<file path="src/pkg/tmo_defs.svh">
// constants of the timer overflow and flag control block
`ifndef TMO_DEFS_SVH
`define TMO_DEFS_SVH
// ****************************************************************
// register offsets
// ****************************************************************
`define TMO_OFF_CTRL    8'hc8
`define TMO_OFF_RLD_LO  8'hca
`define TMO_OFF_RLD_HI  8'hcb
`define TMO_OFF_CNT_LO  8'hcc
`define TMO_OFF_CNT_HI  8'hcd
`define TMO_OFF_CLKSEL  8'hce
`define TMO_OFF_IRQ_ST  8'hd0
`define TMO_OFF_IRQ_MSK 8'hd1
// ****************************************************************
// control register fields
// ****************************************************************
`define TMO_CTRL_HI_FLAG 7
`define TMO_CTRL_LO_FLAG 6
`define TMO_CTRL_LO_IEN  5
`define TMO_CTRL_CAP_EN  4
`define TMO_CTRL_SPLIT   3
`define TMO_CTRL_RUN     2
`define TMO_CTRL_XCLK    0
`define TMO_CTRL_WMASK   8'hfd
`define TMO_CTRL_RST     8'h00
// ****************************************************************
// clock select, interrupt status and mask fields
// ****************************************************************
`define TMO_CLK_LO_SYS   0
`define TMO_CLK_HI_SYS   1
`define TMO_IRQ_HI       0
`define TMO_IRQ_LO       1
`define TMO_IRQ_CAP      2
// ****************************************************************
// counts and terminal values
// ****************************************************************
`define TMO_PRESCALE_LAST 4'hb
`define TMO_EXT_DIV_LAST  3'h7
`define TMO_BYTE_MAX      8'hff
`define TMO_WORD_MAX      16'hffff
`endif

</file>
<file path="src/pkg/tmo_pkg.sv">
// types of the timer overflow and flag control block
package tmo_pkg;
    typedef logic [7:0] tmo_byte_t;

    typedef struct packed {
        tmo_byte_t   ctrl;
        logic [1:0]  clksel;
        logic [15:0] count;
        logic [15:0] reload;
        logic [3:0]  pre;
        logic [2:0]  ist;
        logic [2:0]  imsk;
        tmo_byte_t   rdata;
        logic        irq;
    } tmo_state_s;

    typedef struct packed {
        logic       s1;
        logic       s2;
        logic       s3;
        logic [2:0] div;
        logic       tick;
    } tmo_ext_s;
endpackage

</file>
<file path="src/pkg/tmo_if.sv">
// event carrier from the external clock divider to the timer
`timescale 1ns/1ps
`default_nettype none
interface tmo_ext_if;
    logic ext_tick;
    modport src (output ext_tick);
    modport snk (input ext_tick);
endinterface
`default_nettype wire

</file>
<file path="src/hdl/tmo_ext_div.sv">
// external oscillator synchroniser and divide-by-eight event source
`timescale 1ns/1ps
`default_nettype none
`include "tmo_defs.svh"
module tmo_ext_div (
    // clock and reset
    input  wire logic   clk,
    input  wire logic   arst_n,
    // external oscillator pin
    input  wire logic   ext_osc_clk,
    // event toward the timer
    tmo_ext_if.src      ev
);
    tmo_pkg::tmo_ext_s q;
    tmo_pkg::tmo_ext_s d;
    logic              rise;

    // ****************************************************************
    // sync, edge detect, divide
    // ****************************************************************
    assign rise = q.s2 & ~q.s3;

    always_comb begin
        d      = q;
        d.s1   = ext_osc_clk;
        d.s2   = q.s1;
        d.s3   = q.s2;
        d.tick = 1'b0;
        if (rise) begin
            d.div = q.div + 3'h1;
            // one-cycle event pulse when the count wraps to zero
            d.tick = (q.div == `TMO_EXT_DIV_LAST);
        end
    end

    always_ff @(posedge clk or negedge arst_n) begin
        if (!arst_n) begin
            q <= '0;
        end else begin
            q <= d;
        end
    end

    assign ev.ext_tick = q.tick;
endmodule
`default_nettype wire

</file>
<file path="src/hdl/tmo_timer.sv">
// timer with overflow flags, capture, split mode and register port
`timescale 1ns/1ps
`default_nettype none
`include "tmo_defs.svh"
module tmo_timer (
    // clock and reset
    input  wire logic       clk,
    input  wire logic       arst_n,
    // register port
    input  wire logic [7:0] addr,
    input  wire logic [7:0] wdata,
    input  wire logic       wr,
    input  wire logic       rd,
    output var  logic [7:0] rdata,
    // external oscillator pin
    input  wire logic       ext_osc_clk,
    // interrupt request
    output var  logic       irq
);
    tmo_pkg::tmo_state_s q;
    tmo_pkg::tmo_state_s d;
    tmo_ext_if           ext_if ();
    logic                split;
    logic                run;
    logic                pre_tick;
    logic                src_tick;
    logic                tick_lo;
    logic                tick_hi;
    logic                wrap_lo;
    logic                wrap_hi;
    logic                wrap16;
    logic                cap;
    logic                hi_set;
    logic                lo_set;

    function automatic logic hit(input logic [7:0] a, input logic [7:0] off);
        hit = (a == off);
    endfunction

    tmo_ext_div u_ext (
        .clk         (clk),
        .arst_n      (arst_n),
        .ext_osc_clk (ext_osc_clk),
        .ev          (ext_if.src)
    );

    // ****************************************************************
    // tick and event decode
    // ****************************************************************
    assign split    = q.ctrl[`TMO_CTRL_SPLIT];
    assign run      = q.ctrl[`TMO_CTRL_RUN];
    assign pre_tick = (q.pre == `TMO_PRESCALE_LAST);
    // capture mode measures the external clock, so it never counts it
    assign src_tick = (q.ctrl[`TMO_CTRL_XCLK] & ~q.ctrl[`TMO_CTRL_CAP_EN]) ? ext_if.ext_tick : pre_tick;
    // low half free-runs in split mode
    assign tick_lo  = (split | run) & (q.clksel[`TMO_CLK_LO_SYS] | src_tick);
    assign tick_hi  = split & run & (q.clksel[`TMO_CLK_HI_SYS] | src_tick);
    assign wrap_lo  = tick_lo & (q.count[7:0] == `TMO_BYTE_MAX);
    assign wrap_hi  = tick_hi & (q.count[15:8] == `TMO_BYTE_MAX);
    assign wrap16   = ~split & tick_lo & (q.count == `TMO_WORD_MAX);
    assign cap      = q.ctrl[`TMO_CTRL_CAP_EN] & ext_if.ext_tick;
    assign hi_set   = wrap_hi | wrap16 | cap;
    assign lo_set   = wrap_lo;

    // ****************************************************************
    // next state
    // ****************************************************************
    always_comb begin
        d       = q;
        d.rdata = 8'h00;
        d.pre   = pre_tick ? 4'h0 : q.pre + 4'h1;

        // counting datapath
        if (split) begin
            if (tick_lo) begin
                d.count[7:0] = wrap_lo ? q.reload[7:0] : q.count[7:0] + 8'h01;
            end
            if (tick_hi) begin
                d.count[15:8] = wrap_hi ? q.reload[15:8] : q.count[15:8] + 8'h01;
            end
        end else if (tick_lo) begin
            d.count = wrap16 ? q.reload : q.count + 16'h0001;
        end

        // software writes; a count write overrides the tick
        if (wr) begin
            if (hit(addr, `TMO_OFF_CTRL)) begin
                d.ctrl = wdata & `TMO_CTRL_WMASK;
            end
            if (hit(addr, `TMO_OFF_RLD_LO)) begin
                d.reload[7:0] = wdata;
            end
            if (hit(addr, `TMO_OFF_RLD_HI)) begin
                d.reload[15:8] = wdata;
            end
            if (hit(addr, `TMO_OFF_CNT_LO)) begin
                d.count[7:0] = wdata;
            end
            if (hit(addr, `TMO_OFF_CNT_HI)) begin
                d.count[15:8] = wdata;
            end
            if (hit(addr, `TMO_OFF_CLKSEL)) begin
                d.clksel = wdata[1:0];
            end
            if (hit(addr, `TMO_OFF_IRQ_MSK)) begin
                d.imsk = wdata[2:0];
            end
            if (hit(addr, `TMO_OFF_IRQ_ST)) begin
                d.ist = q.ist & ~wdata[2:0];
            end
        end

        // capture wins over a reload write in the same cycle
        if (cap) begin
            d.reload = q.count;
        end

        // hardware sets win over any clear; nothing else clears the flags
        if (hi_set) begin
            d.ctrl[`TMO_CTRL_HI_FLAG] = 1'b1;
        end
        if (lo_set) begin
            d.ctrl[`TMO_CTRL_LO_FLAG] = 1'b1;
        end

        // sticky interrupt causes, set over write-one-to-clear
        for (int i = 0; i < 3; i++) begin
            if ((i == `TMO_IRQ_HI && hi_set) ||
                (i == `TMO_IRQ_LO && lo_set && q.ctrl[`TMO_CTRL_LO_IEN]) ||
                (i == `TMO_IRQ_CAP && cap)) begin
                d.ist[i] = 1'b1;
            end
        end
        d.irq = |(d.ist & d.imsk);

        if (rd) begin
            case (addr)
                `TMO_OFF_CTRL:    d.rdata = q.ctrl;
                `TMO_OFF_RLD_LO:  d.rdata = q.reload[7:0];
                `TMO_OFF_RLD_HI:  d.rdata = q.reload[15:8];
                `TMO_OFF_CNT_LO:  d.rdata = q.count[7:0];
                `TMO_OFF_CNT_HI:  d.rdata = q.count[15:8];
                `TMO_OFF_CLKSEL:  d.rdata = {6'h00, q.clksel};
                `TMO_OFF_IRQ_ST:  d.rdata = {5'h00, q.ist};
                `TMO_OFF_IRQ_MSK: d.rdata = {5'h00, q.imsk};
                default:          d.rdata = 8'h00;
            endcase
        end
    end

    always_ff @(posedge clk or negedge arst_n) begin
        if (!arst_n) begin
            q      <= '0;
            q.ctrl <= `TMO_CTRL_RST;
        end else begin
            q <= d;
        end
    end

    assign rdata = q.rdata;
    assign irq   = q.irq;

    logic ctrl_wr;
    assign ctrl_wr = wr & hit(addr, `TMO_OFF_CTRL);
endmodule
`default_nettype wire

</file>
<file path="config.mk">
export PLATFORM = sky130hd
export DESIGN_NAME = tmo_timer
export DESIGN_NICKNAME = d
export VERILOG_FILES = /design/src/pkg/tmo_pkg.sv /design/src/pkg/tmo_if.sv /design/src/hdl/tmo_ext_div.sv /design/src/hdl/tmo_timer.sv
export VERILOG_INCLUDE_DIRS = /design/src /design/src/pkg
export SDC_FILE = /design/constraint.sdc
export NUM_CORES = 1
export LEC_CHECK = 0
export BUFFER_PORTS_ARGS = -buffer_cell sky130_fd_sc_hd__buf_2
export CORE_MARGIN = 3
export CORE_UTILIZATION = 55
export CTS_CLUSTER_SIZE = 25
export DETAILED_ROUTE_END_ITERATION = 8
export PLACE_DENSITY_LB_ADDON = 0.08
export SYNTH_ARGS = -nofsm -noshare
export SYNTH_HDL_FRONTEND = slang
export SYNTH_SLANG_ARGS = --single-unit
</file>
<file path="constraint.sdc">
create_clock -name clk -period 4 [get_ports clk]
set_clock_uncertainty 0.15 [all_clocks]
set_input_delay 0.8 -clock clk [delete_from_list [all_inputs] [get_ports clk]]
set_output_delay 0.8 -clock clk [all_outputs]
set_load 0.02 [all_outputs]
</file>
==> summary.txt, run 1 <==
Synthesis
  – Area leader, netlist: dfrtp_1
  – Asr flop ratio synth: 100.0%
  – Syn_nets: 461
  – Register area share after synthesis: around two fifths
  – Cell area after synthesis: 4317 µm²
  – Synth top area cells: dfrtp_1, mux2i_1, mux2_2
  – Top_reg_cell synth: dfrtp_1
  – Netlist cell types: 79
  – Area share of the largest cell type after synthesis: approximately two fifths
  – Syn Area/Cell: between 9 and 10 µm²
  – #FFs+latches synth: 67
  – Syn Inst Count: between 400 and 500
  – Post-synth EDFFs: 0
  – Syn. warnings: 0

Worst setup path
  – R2r endpoint: irq
  – CP Capture Type: flip-flop
  – Reg2reg setup slack: ~1300 ps
  – CP Launch Type: flip-flop
  – Crit path DAT: ~2800 ps
  – Worst-case reg-to-reg path depth: 6
  – Worst R2R Start: q[15]
  – Setup CP Type: flip-flop to flip-flop
  – Critical Path RT: about 4100 ps
  – CP Max Fanout: 14

Power and ir drop
  – Static Leak: 1.883 nW
  – Worst vdd ir: roughly 270 µV
  – Logic gate share of total power: 18.4%
  – Reg power frac: between 50 and 60%
  – Sw Ratio: between 30 and 40%
  – Pwr dens: 370.5 nW/µm²
  – Switching pwr: roughly 560 µW
  – Clock power share: between 20% and 30%
  – P_int: 1.135 mW

CTS
  – CTS tree: yes
  – Clock Sinks: 67
  – CTS buffer count: 9
  – Root Buffer: clkbuf_8
  – Clock slew at reported path FFs: 70 ps
  – H-tree depth: 3
  – Clk buf depth: 2
  – Post-CTS Resized: 0
  – CTS Hold Bufs: 0
  – Post-CTS Setup Inserts: 0
  – Clk_lat worst skew: about 350 ps

Global route
  – Initial antenna violation count: 0
  – First-pass GRT wire length: 19.24 mm
  – Tot GR Track Use: ~29%
  – Vias in the first global route: about 3600
  – Global-route congestion overflow total: 0
  – Pin count of the biggest net entering global routing: 68

Hold path
  – Worst Hold End: u_ext.d[4]
  – Worst hold stages: 0
  – Hold crit path type: flip-flop to flip-flop
  – Hold_sp: u_ext.d[5]

Timing
  – WHS: between 200 and 250 ps
  – Max Slew Vio Count: 0
  – Fin crit share: about two thirds
  – Fin crit period: ~2700 ps
  – RSZ-0062 raised after global routing: no
  – Setup TNS: 0 ps
  – Highest clock rate: 366.5 MHz
  – Slew @ Worst Pin: ~1100 ps
  – Final setup fails: 0
  – Rel. slew slack: between 20% and 30%
  – Final Hold Vio Count: 0

Die
  – Die area: 8947 µm²
  – Initial core utilization: ~58%
  – Ports: 30
  – Die H: ~95 µm
  – Core area: roughly 7400 µm²
  – Die width: 94.59 µm
  – FP Rows: 31

Detailed routing
  – Via count: between 3000 and 4000
  – Total Routed Length: roughly 12 mm
  – Drt initial violations: 366
  – Antenna viol nets, final: 0
  – DRC violations left: 0
  – Wire length per cell: roughly 22 µm
  – DRT Pass-1 Iters: 6
  – Vias per Instance: 6.746

Cells and area
  – Syn-to-layout area delta: 6.087%
  – Share of cells above drive strength 1: between 20 and 25%
  – Fillers: between 600 and 700
  – ANT cells: 0
  – Final Net Count: 470

Place
  – RePlAce Congestion: roughly 0.93
  – Port Buffers: 29
  – Placed wire-length estimate: roughly 8.4 mm

Run status
  – Outcome: finished clean

Flow run
  – MaxCap Viol Count: 0
## cells by family (layout without fill, tap and decap cells)
kind of cell | after synthesis | in the layout | share of synthesized area (%)
flops | 67 | 67 | 38.84
simple gates | 153 | 153 | 21.74
xor+xnor | 4 | 4 | 0.8117
compound gates | 122 | 122 | 21.16
buf+inv | 40 | 53 | 4.986
mux | 44 | 44 | 11.01
fa+ha+maj | 5 | 5 | 1.449
## worst max-delay path, stage by stage, from the launching register on
cell      delay, ps
dfrtp_1         400
ha_1            250
and3b_1         270
o311ai_4        740
nor2_2          200
a22o_1          300
a221o_1         310
## power groups by stage
stage / Clock, mW / Combinational (mW) / Sequential (mW)
2_1_floorplan: 0 / 0.258 / 0.828
3_3_place_gp: 0 / 0.297 / 0.888
3_5_place_dp: 0 / 0.308 / 0.891
4_1_cts: 0.509 / 0.310 / 0.878
5_1_grt: 0.544 / 0.353 / 0.894
6_report: 0.500 / 0.312 / 0.885
## how the worst max path moves through the flow
stage                     endpoint  slack (ps)  cells after the start    start
after global placement       q[22]        1190                      6  addr[4]
after detailed placement     q[23]        1130                      6  addr[4]
after global routing         q[39]        1150                      6    q[15]
after floorplan           rdata[1]        1510                      6  addr[2]
final                          irq        1270                      6    q[15]
after CTS                      irq        1330                      6    q[15]
## registers in the layout, summed over array words and instances (netlist names)
register / cells
u_ext.d: 2
q: 51
u_ext.ev.ext_tick: 1
u_ext.q: 4
irq: 1
rdata: 8
## routing by layer
metal | part of all wire, % | track usage (%)
met2 | 46 | 43.91
met4 | 2.5 | 11.54
met5 | 0 | 0
met3 | 8.5 | 6.534
met1 | 43 | 39.13
## cell usage after synthesis, types with 7 or more instances
master,n
and3_1,8
nor2_1,15
inv_1,7
o21ai_0,27
a22oi_1,12
buf_4,10
mux2i_1,25
buf_2,10
mux2_2,18
clkbuf_1,11
a21oi_1,15
dfrtp_1,67
nand2_1,53
nand3_1,16
a31oi_1,15
## cell usage in the layout (no fill, tap or decap), drive strengths merged, types with 4 or more instances in the layout
master and count:
nor2b 5, nor3 5, dfrtp 67, and3b 5, a21oi 15, a311oi 4, mux2i 25, a211oi 4
and2 8, buf 31, nor4 5, nor2 16, clkbuf 10, mux2 18, nand4 6, nand3 17
a31oi 15, nand2 55, and3 9, nand2b 5, a22oi 12, o21ai 28, ha 5, inv 7
## area by class of cell
type	count	area, µm²	area share [%]
Clock inverter	5	30.03	0.6557
Inverter	7	26.28	0.5738
Multi-Input combinational cell	328	2425	52.95
Sequential cell	67	1677	36.61
Timing Repair Buffer	31	160.2	3.497
Tap cell	99	123.9	2.705
Clock buffer	10	137.6	3.005
## stage by stage
stage / util (%) / setup WS [ps] / std cells / total power, mW / cell area [µm²]
finish: 61.49 / 1272 / 547 / 1.697 / 4579
floorplan: - / 1509 / 435 / 1.087 / 4317
CTS: 61.49 / 1331 / 547 / 1.697 / 4579
global route: 61.49 / 1148 / 547 / 1.791 / 4579
global placement: 59.24 / 1191 / 532 / 1.186 / 4412
detailed placement: 59.24 / 1128 / 532 / 1.199 / 4412
Note: power is estimated with default switching activity, not from simulation.
==> run 2: changes to the inputs <==
==> constraint.sdc (replaced) <==
create_clock -name clk -period 2.3 [get_ports clk]
set_clock_uncertainty 0.15 [all_clocks]
set_input_delay 0.46 -clock clk [delete_from_list [all_inputs] [get_ports clk]]
set_output_delay 0.46 -clock clk [all_outputs]
set_load 0.02 [all_outputs]
==> run 2 against run 1 <==
Against the previous run: die area is the same; non-clock buffer count grew 63; hold slack lost 150 ps; flip-flop and latch count is the same; global-route usage grew 1.8 points; sequential power grew 65%; fmax grew 22%.
==> summary.txt, run 2 (same netlist as run 1, synthesis figures left out) <==
Worst setup path
  – CP Capture Type: flip-flop
  – CP delay by family, top: compound AO/OA/AOI/OAI gates
  – Crit path buf inv count: 2
  – Critical-path cell list: ha_4, and3b_2, o311ai_4, buf_6, buf_4, a2111o_1, o311a_1, a221o_1
  – CP peak stage delay: 400 ps
  – Crit path DAT: 2330 ps
  – CP Max Fanout: 8
  – Critical Path RT: roughly 2400 ps
  – Slowest stage cell, crit path: dfrtp_1
  – Setup CP Type: flip-flop to flip-flop
  – CP Launch Type: flip-flop

CTS
  – CTS tree: yes
  – Clock Sinks: 67
  – Clock slew at reported path FFs: ~80 ps
  – CTS buffer count: 9
  – Clk_lat worst skew: between 300 and 400 ps
  – Clk buf depth: 2
  – Root Buffer: clkbuf_8
  – H-tree depth: 3

Cells and area
  – Max reg flops: between 50 and 60
  – Share of cells above drive strength 1: between 30% and 40%
  – Final Net Count: roughly 530
  – Syn-to-layout area delta: 20.67%
  – Commonest non-fill, non-tap cell in the layout: dfrtp_1
  – Most flops, register: q
  – Post-route cell area: approximately 5200 µm²
  – ANT cells: 0
  – Post-Layout Cell Count: a little over 600
  – Most frequent cells in the layout: dfrtp_1, buf_4, nand2_1

Detailed routing
  – Total Routed Length: ~13 mm
  – Via count: around 3900
  – Drt initial violations: between 200 and 300
  – Wire length per cell: between 20 and 25 µm
  – DRC violations left: 0
  – Vias per Instance: 6.340
  – DRT Pass-1 Iters: 8
  – Antenna viol nets, final: 0

Timing
  – Final Hold Vio Count: 0
  – Setup TNS: 0 ps
  – Setup ws final: a little under 60 ps
  – Fin crit period: approximately 2200 ps
  – Final setup fails: 0
  – Max Slew Vio Count: 0
  – Highest clock rate: ~450 MHz
  – RSZ-0062 raised after global routing: yes
  – Fin crit share: a little over nine tenths
  – Rel. slew slack: a little under half
  – Slew @ Worst Pin: ~800 ps

Die
  – Die H: 94.59 µm
  – FP Rows: 31
  – Ports: 30
  – Core area: roughly 7400 µm²
  – Initial core utilization: ~58%
  – Die area: between 8000 and 9000 µm²
  – Die width: about 95 µm

Place
  – Port Buffers: 29
  – # placed instances: 589
  – Worst slack, placed: -9.677 ps
  – DP Area: 4865 µm²
  – Placed wire-length estimate: 9.476 mm
  – RePlAce Congestion: 0.9463

Global route
  – Vias in the first global route: approximately 3800
  – Initial antenna violation count: 0
  – First-pass GRT wire length: between 20 and 25 mm
  – Global-route congestion overflow total: 0
  – Pin count of the biggest net entering global routing: between 60 and 70
  – Tot GR Track Use: 30.41%

Power and ir drop
  – Worst vdd ir: a little over 500 µV
  – Pwr dens: ~660 nW/µm²
  – Static Leak: roughly 2.2 nW

Flow run
  – MaxCap Viol Count: 0

Run status
  – Outcome: finished clean

Hold path
  – Hold crit path type: input port to flip-flop
==> run 2: cell types whose count changed in the layout (fill, tap and decap cells not counted), sizes merged <==
cell         change
buf             +62
bufinv           +2
clkbuf           +1
clkinv           -3
dlygate4sd3      +1
inv              +1
==> run 2: final timing paths <==
check | from | endpoint | slack [ps] | depth (start not counted)
setup / recovery | q[16] | q[44] | 60 | 8
hold / removal | ext_osc_clk | u_ext.d[5] | 60 | 1
setup reg to reg | q[16] | q[44] | 60 | 8
hold reg to reg | u_ext.d[5] | u_ext.d[4] | 210 | 0
max in group asynchronous | arst_n | q[52] | 1190 | 3
min in group asynchronous | arst_n | q[10] | 500 | 3
==> run 2: repair_timing <==
action                                 CTS  global route
hold buffers                             1             0
resized for setup                        1            14
pin swaps                                0             8
setup endpoints to repair                4            16
buffers inserted                         0             5
endpoints found under the hold margin   63             0
==> run 2: per-stage QoR <==
stage                     util, %  hold WS (ps)  total power, mW
after CTS                   68.75         48.50            3.398
after global routing        69.94         42.23            3.581
final                       69.94         58.53            3.416
after global placement      65.32         188.3            2.212
after floorplan                 -         14.41            1.890
after detailed placement    65.32         191.1            2.227
==> run 2: area by class of cell <==
type / count / area, µm²
Clock buffer: 11 / 151.4
Clock inverter: 5 / 83.83
Fill cell: 600 / 2238
Inverter: 7 / 26.28
Multi-Input combinational cell: 328 / 2477
Sequential cell: 67 / 1678
Tap cell: 99 / 123.9
Timing Repair Buffer: 94 / 668.1
==> run 2: layer usage <==
metal / vias up / global-route usage [%] / share of wire, %
li1: 1792 / - / -
met1: 1898 / 41.67 / 43
met2: 165 / 49.00 / 48
met3: 19 / 6.773 / 8.0
met4: 0 / 7.813 / 1.3
met5: - / 0 / 0
==> run 2: where the power goes <==
group	internal, mW	leakage, nW	switching (mW)
sequential	1.32	0.776	0.146
clock	0.673	0.112	0.495
combinational	0.367	1.35	0.418
total	2.36	2.23	1.06
==> run 3: changes to the inputs <==
--- a/config.mk
+++ b/config.mk
@@ -14,4 +14,5 @@
 export PLACE_DENSITY_LB_ADDON = 0.08
 export SYNTH_ARGS = -nofsm -noshare
 export SYNTH_HDL_FRONTEND = slang
+export SYNTH_HIERARCHICAL = 1
 export SYNTH_SLANG_ARGS = --single-unit
==> constraint.sdc (replaced) <==
create_clock -name clk -period 2.04 [get_ports clk]
set_clock_uncertainty 0.15 [all_clocks]
set_input_delay 0.408 -clock clk [delete_from_list [all_inputs] [get_ports clk]]
set_output_delay 0.408 -clock clk [all_outputs]
set_load 0.02 [all_outputs]
==> run 3 against run 2 <==
Against the previous run: the run now ends with setup timing left; fmax down 0.15%; global-route usage grew 0.87 points; worst setup slack worse by 260 ps; flip-flop and latch count did not move; non-clock buffer count up 43; sequential power rose by 17%; combinational power increased by 96%; routed wire length grew 4.8%; hold slack got worse by 38 ps; highest routed layer unchanged.
==> summary.txt, run 3 <==
Run status
  – Outcome: finished with violations
  – Violated checks: setup timing

Cells and area
  – Max reg flops: a little over 50
  – Most flops, register: q
  – ANT cells: 0
  – Fillers: between 400 and 500
  – Share of cells above drive strength 1: a little over 40%
  – Syn-to-layout area delta: 36.35%
  – Final design utilization: around four fifths
  – Final Net Count: about 560
  – Most frequent cells in the layout: buf_4, dfrtp_1, nand2_1
  – Commonest non-fill, non-tap cell in the layout: buf_4
  – Post-Layout Cell Count: roughly 630

Worst setup path
  – Setup CP Type: flip-flop to flip-flop
  – CP Launch Type: flip-flop
  – CP Capture Type: flip-flop
  – CP Max Fanout: 6
  – Critical Path RT: about 2100 ps
  – Crit path DAT: approximately 2300 ps

Detailed routing
  – Via count: 4093
  – Antenna viol nets, final: 0
  – Vias per Instance: 6.456
  – DRC violations left: 0
  – Wire length per cell: 20.93 µm
  – Total Routed Length: approximately 13 mm
  – DRT Pass-1 Iters: 6
  – Drt initial violations: 534

Synthesis
  – Register area share after synthesis: between 40% and 50%
  – Top cells by count, synth: dfrtp_1, nand2_1, o21ai_0
  – Syn Inst Count: 418
  – Syn_nets: 444
  – Post-synth EDFFs: 0
  – Syn. warnings: 6
  – Top-count cell post-synth: dfrtp_1
  – Area leader, netlist: dfrtp_1
  – Cell area after synthesis: between 4000 and 5000 µm²
  – Syn Area/Cell: ~9.6 µm²
  – Asr flop ratio synth: 100.0%
  – #FFs+latches synth: 67
  – Netlist cell types: 73
  – Synth top area cells: dfrtp_1, mux2i_1, nand2_1
  – Top_reg_cell synth: dfrtp_1
  – Area share of the largest cell type after synthesis: between 40% and 50%

Die
  – Initial core utilization: between 50 and 60%
  – Core area: roughly 7000 µm²
  – Die H: around 91 µm
  – Ports: 30
  – FP Rows: 30
  – Die area: about 8300 µm²
  – Die width: 91.28 µm

Global route
  – Tot GR Track Use: ~31%
  – Pin count of the biggest net entering global routing: about 70
  – First-pass GRT wire length: a little over 20 mm
  – Global-route congestion overflow total: 0
  – Vias in the first global route: a little under 4000
  – Initial antenna violation count: 0

CTS
  – CTS tree: yes
  – H-tree depth: 3
  – Root Buffer: clkbuf_8
  – CTS buffer count: 9
  – Clock Sinks: 67
  – Clk buf depth: 2
  – Clk_lat worst skew: roughly 350 ps
  – Clock slew at reported path FFs: ~60 ps

Hold path
  – Hold crit path type: input port to flip-flop

Timing
  – Fin crit share: 110.0%
  – Max Slew Vio Count: 0
  – Rel. slew slack: about three fifths
  – Fin crit period: 2245 ps
  – Final setup fails: 17
  – Final Hold Vio Count: 0
  – Setup ws final: -204.9 ps
  – Highest clock rate: 445.4 MHz
  – Slew @ Worst Pin: a little over 600 ps
  – RSZ-0062 raised after global routing: yes

Power and ir drop
  – Total Power: between 4 and 5 mW
  – Pwr dens: 791.0 nW/µm²
  – Worst vdd ir: about 540 µV
  – Static Leak: 2.482 nW

Place
  – Port Buffers: 29
  – Placed wire-length estimate: roughly 9.1 mm
  – # placed instances: around 600
  – RePlAce Congestion: 0.9746
  – Worst slack, placed: -334.3 ps

Flow run
  – MaxCap Viol Count: 0
[run 3: cell count changes in the layout (fill, tap and decap cells not counted), moves of 8 or more]
cell / change
buf_4: +33
nor2_1: +9
buf_6: +8
a31oi_1: -9
[run 3: cells by family (layout without fill, tap and decap cells)]
family                     after synthesis  in the layout  synth area share (%)
and+or+nand+nor                        142            142                 18.58
AOI/OAI and AO/OA                      120            120                 20.68
DFF                                     67             67                 41.91
muxes                                   41             41                 11.26
buffers and inverters                   37            157                 4.692
xor gates and xnor gates                 6              6                 1.314
adders and majority gates                5              5                 1.564
[run 3: critical path, stage by stage, from the launching register on]
cell	delay, ps
dfrtp_1	390
ha_2	190
and3b_2	250
a211o_1	350
o21a_4	160
buf_12	150
buf_6	120
a21oi_4	140
a211oi_2	60
a21o_1	170
[run 3: path summary, 6_finish.rpt]
path | from | to | slack, ps | cells after the start
worst max register to register | q[16] | q[37] | -200 | 9
worst min register to register | u_ext/d[5] | u_ext/d[4] | 210 | 0
min in group asynchronous | arst_n | q[27] | 460 | 3
worst min-delay path | ext_osc_clk | u_ext/d[5] | 20 | 1
max in group asynchronous | arst_n | q[10] | 960 | 3
worst max-delay path | q[16] | q[37] | -200 | 9
[run 3: cell type report]
type                       instances  area [µm²]  area share [%]
inverter                           6       22.52          0.4129
sequential                        67        1679           30.79
clock buffer                      11       141.4           2.592
clock inverter                     3       40.04          0.7341
timing repair buffer             137        1051           19.27
multi-input combinational        314        2400           44.00
tap                               96       120.1           2.202
[run 3: routing by layer]
| layer | vias up | share of wire [%] | global-route usage, % |
|---|---|---|---|
| met5 | - | 0 | 0 |
| met4 | 0 | 4.1 | 14.20 |
| met3 | 60 | 9.5 | 5.882 |
| met2 | 246 | 46 | 48.07 |
| met1 | 1991 | 40 | 42.96 |
| li1 | 1796 | - | - |
[run 3: what timing repair did]
| action | in CTS | in global routing |
|---|---|---|
| hold endpoints to repair | 67 | 0 |
| gates cloned | 0 | 1 |
| resized for setup | 18 | 28 |
| pin swaps | 14 | 22 |
| setup buffers | 5 | 10 |
| setup endpoints to repair | 19 | 27 |
| hold buffers | 1 | 0 |
[run 3: power breakdown]
group | leakage [nW] | switching [mW] | internal, mW | total (mW)
sequential | 0.779 | 0.189 | 1.52 | 1.71
clock | 0.0950 | 0.487 | 0.581 | 1.07
combinational | 1.61 | 0.801 | 0.737 | 1.54
total | 2.48 | 1.48 | 2.84 | 4.31
[run 3: stage by stage]
step	instance area [µm²]	hold slack, ps	setup TNS (ps)
after floorplan	4114	-37.59	-1309
after global placement	4942	196.2	-3473
after global routing	5454	9.765	-3549
after detailed placement	4942	187.8	-5558
after CTS	5244	15.15	-1584
final	5454	21.02	-2151
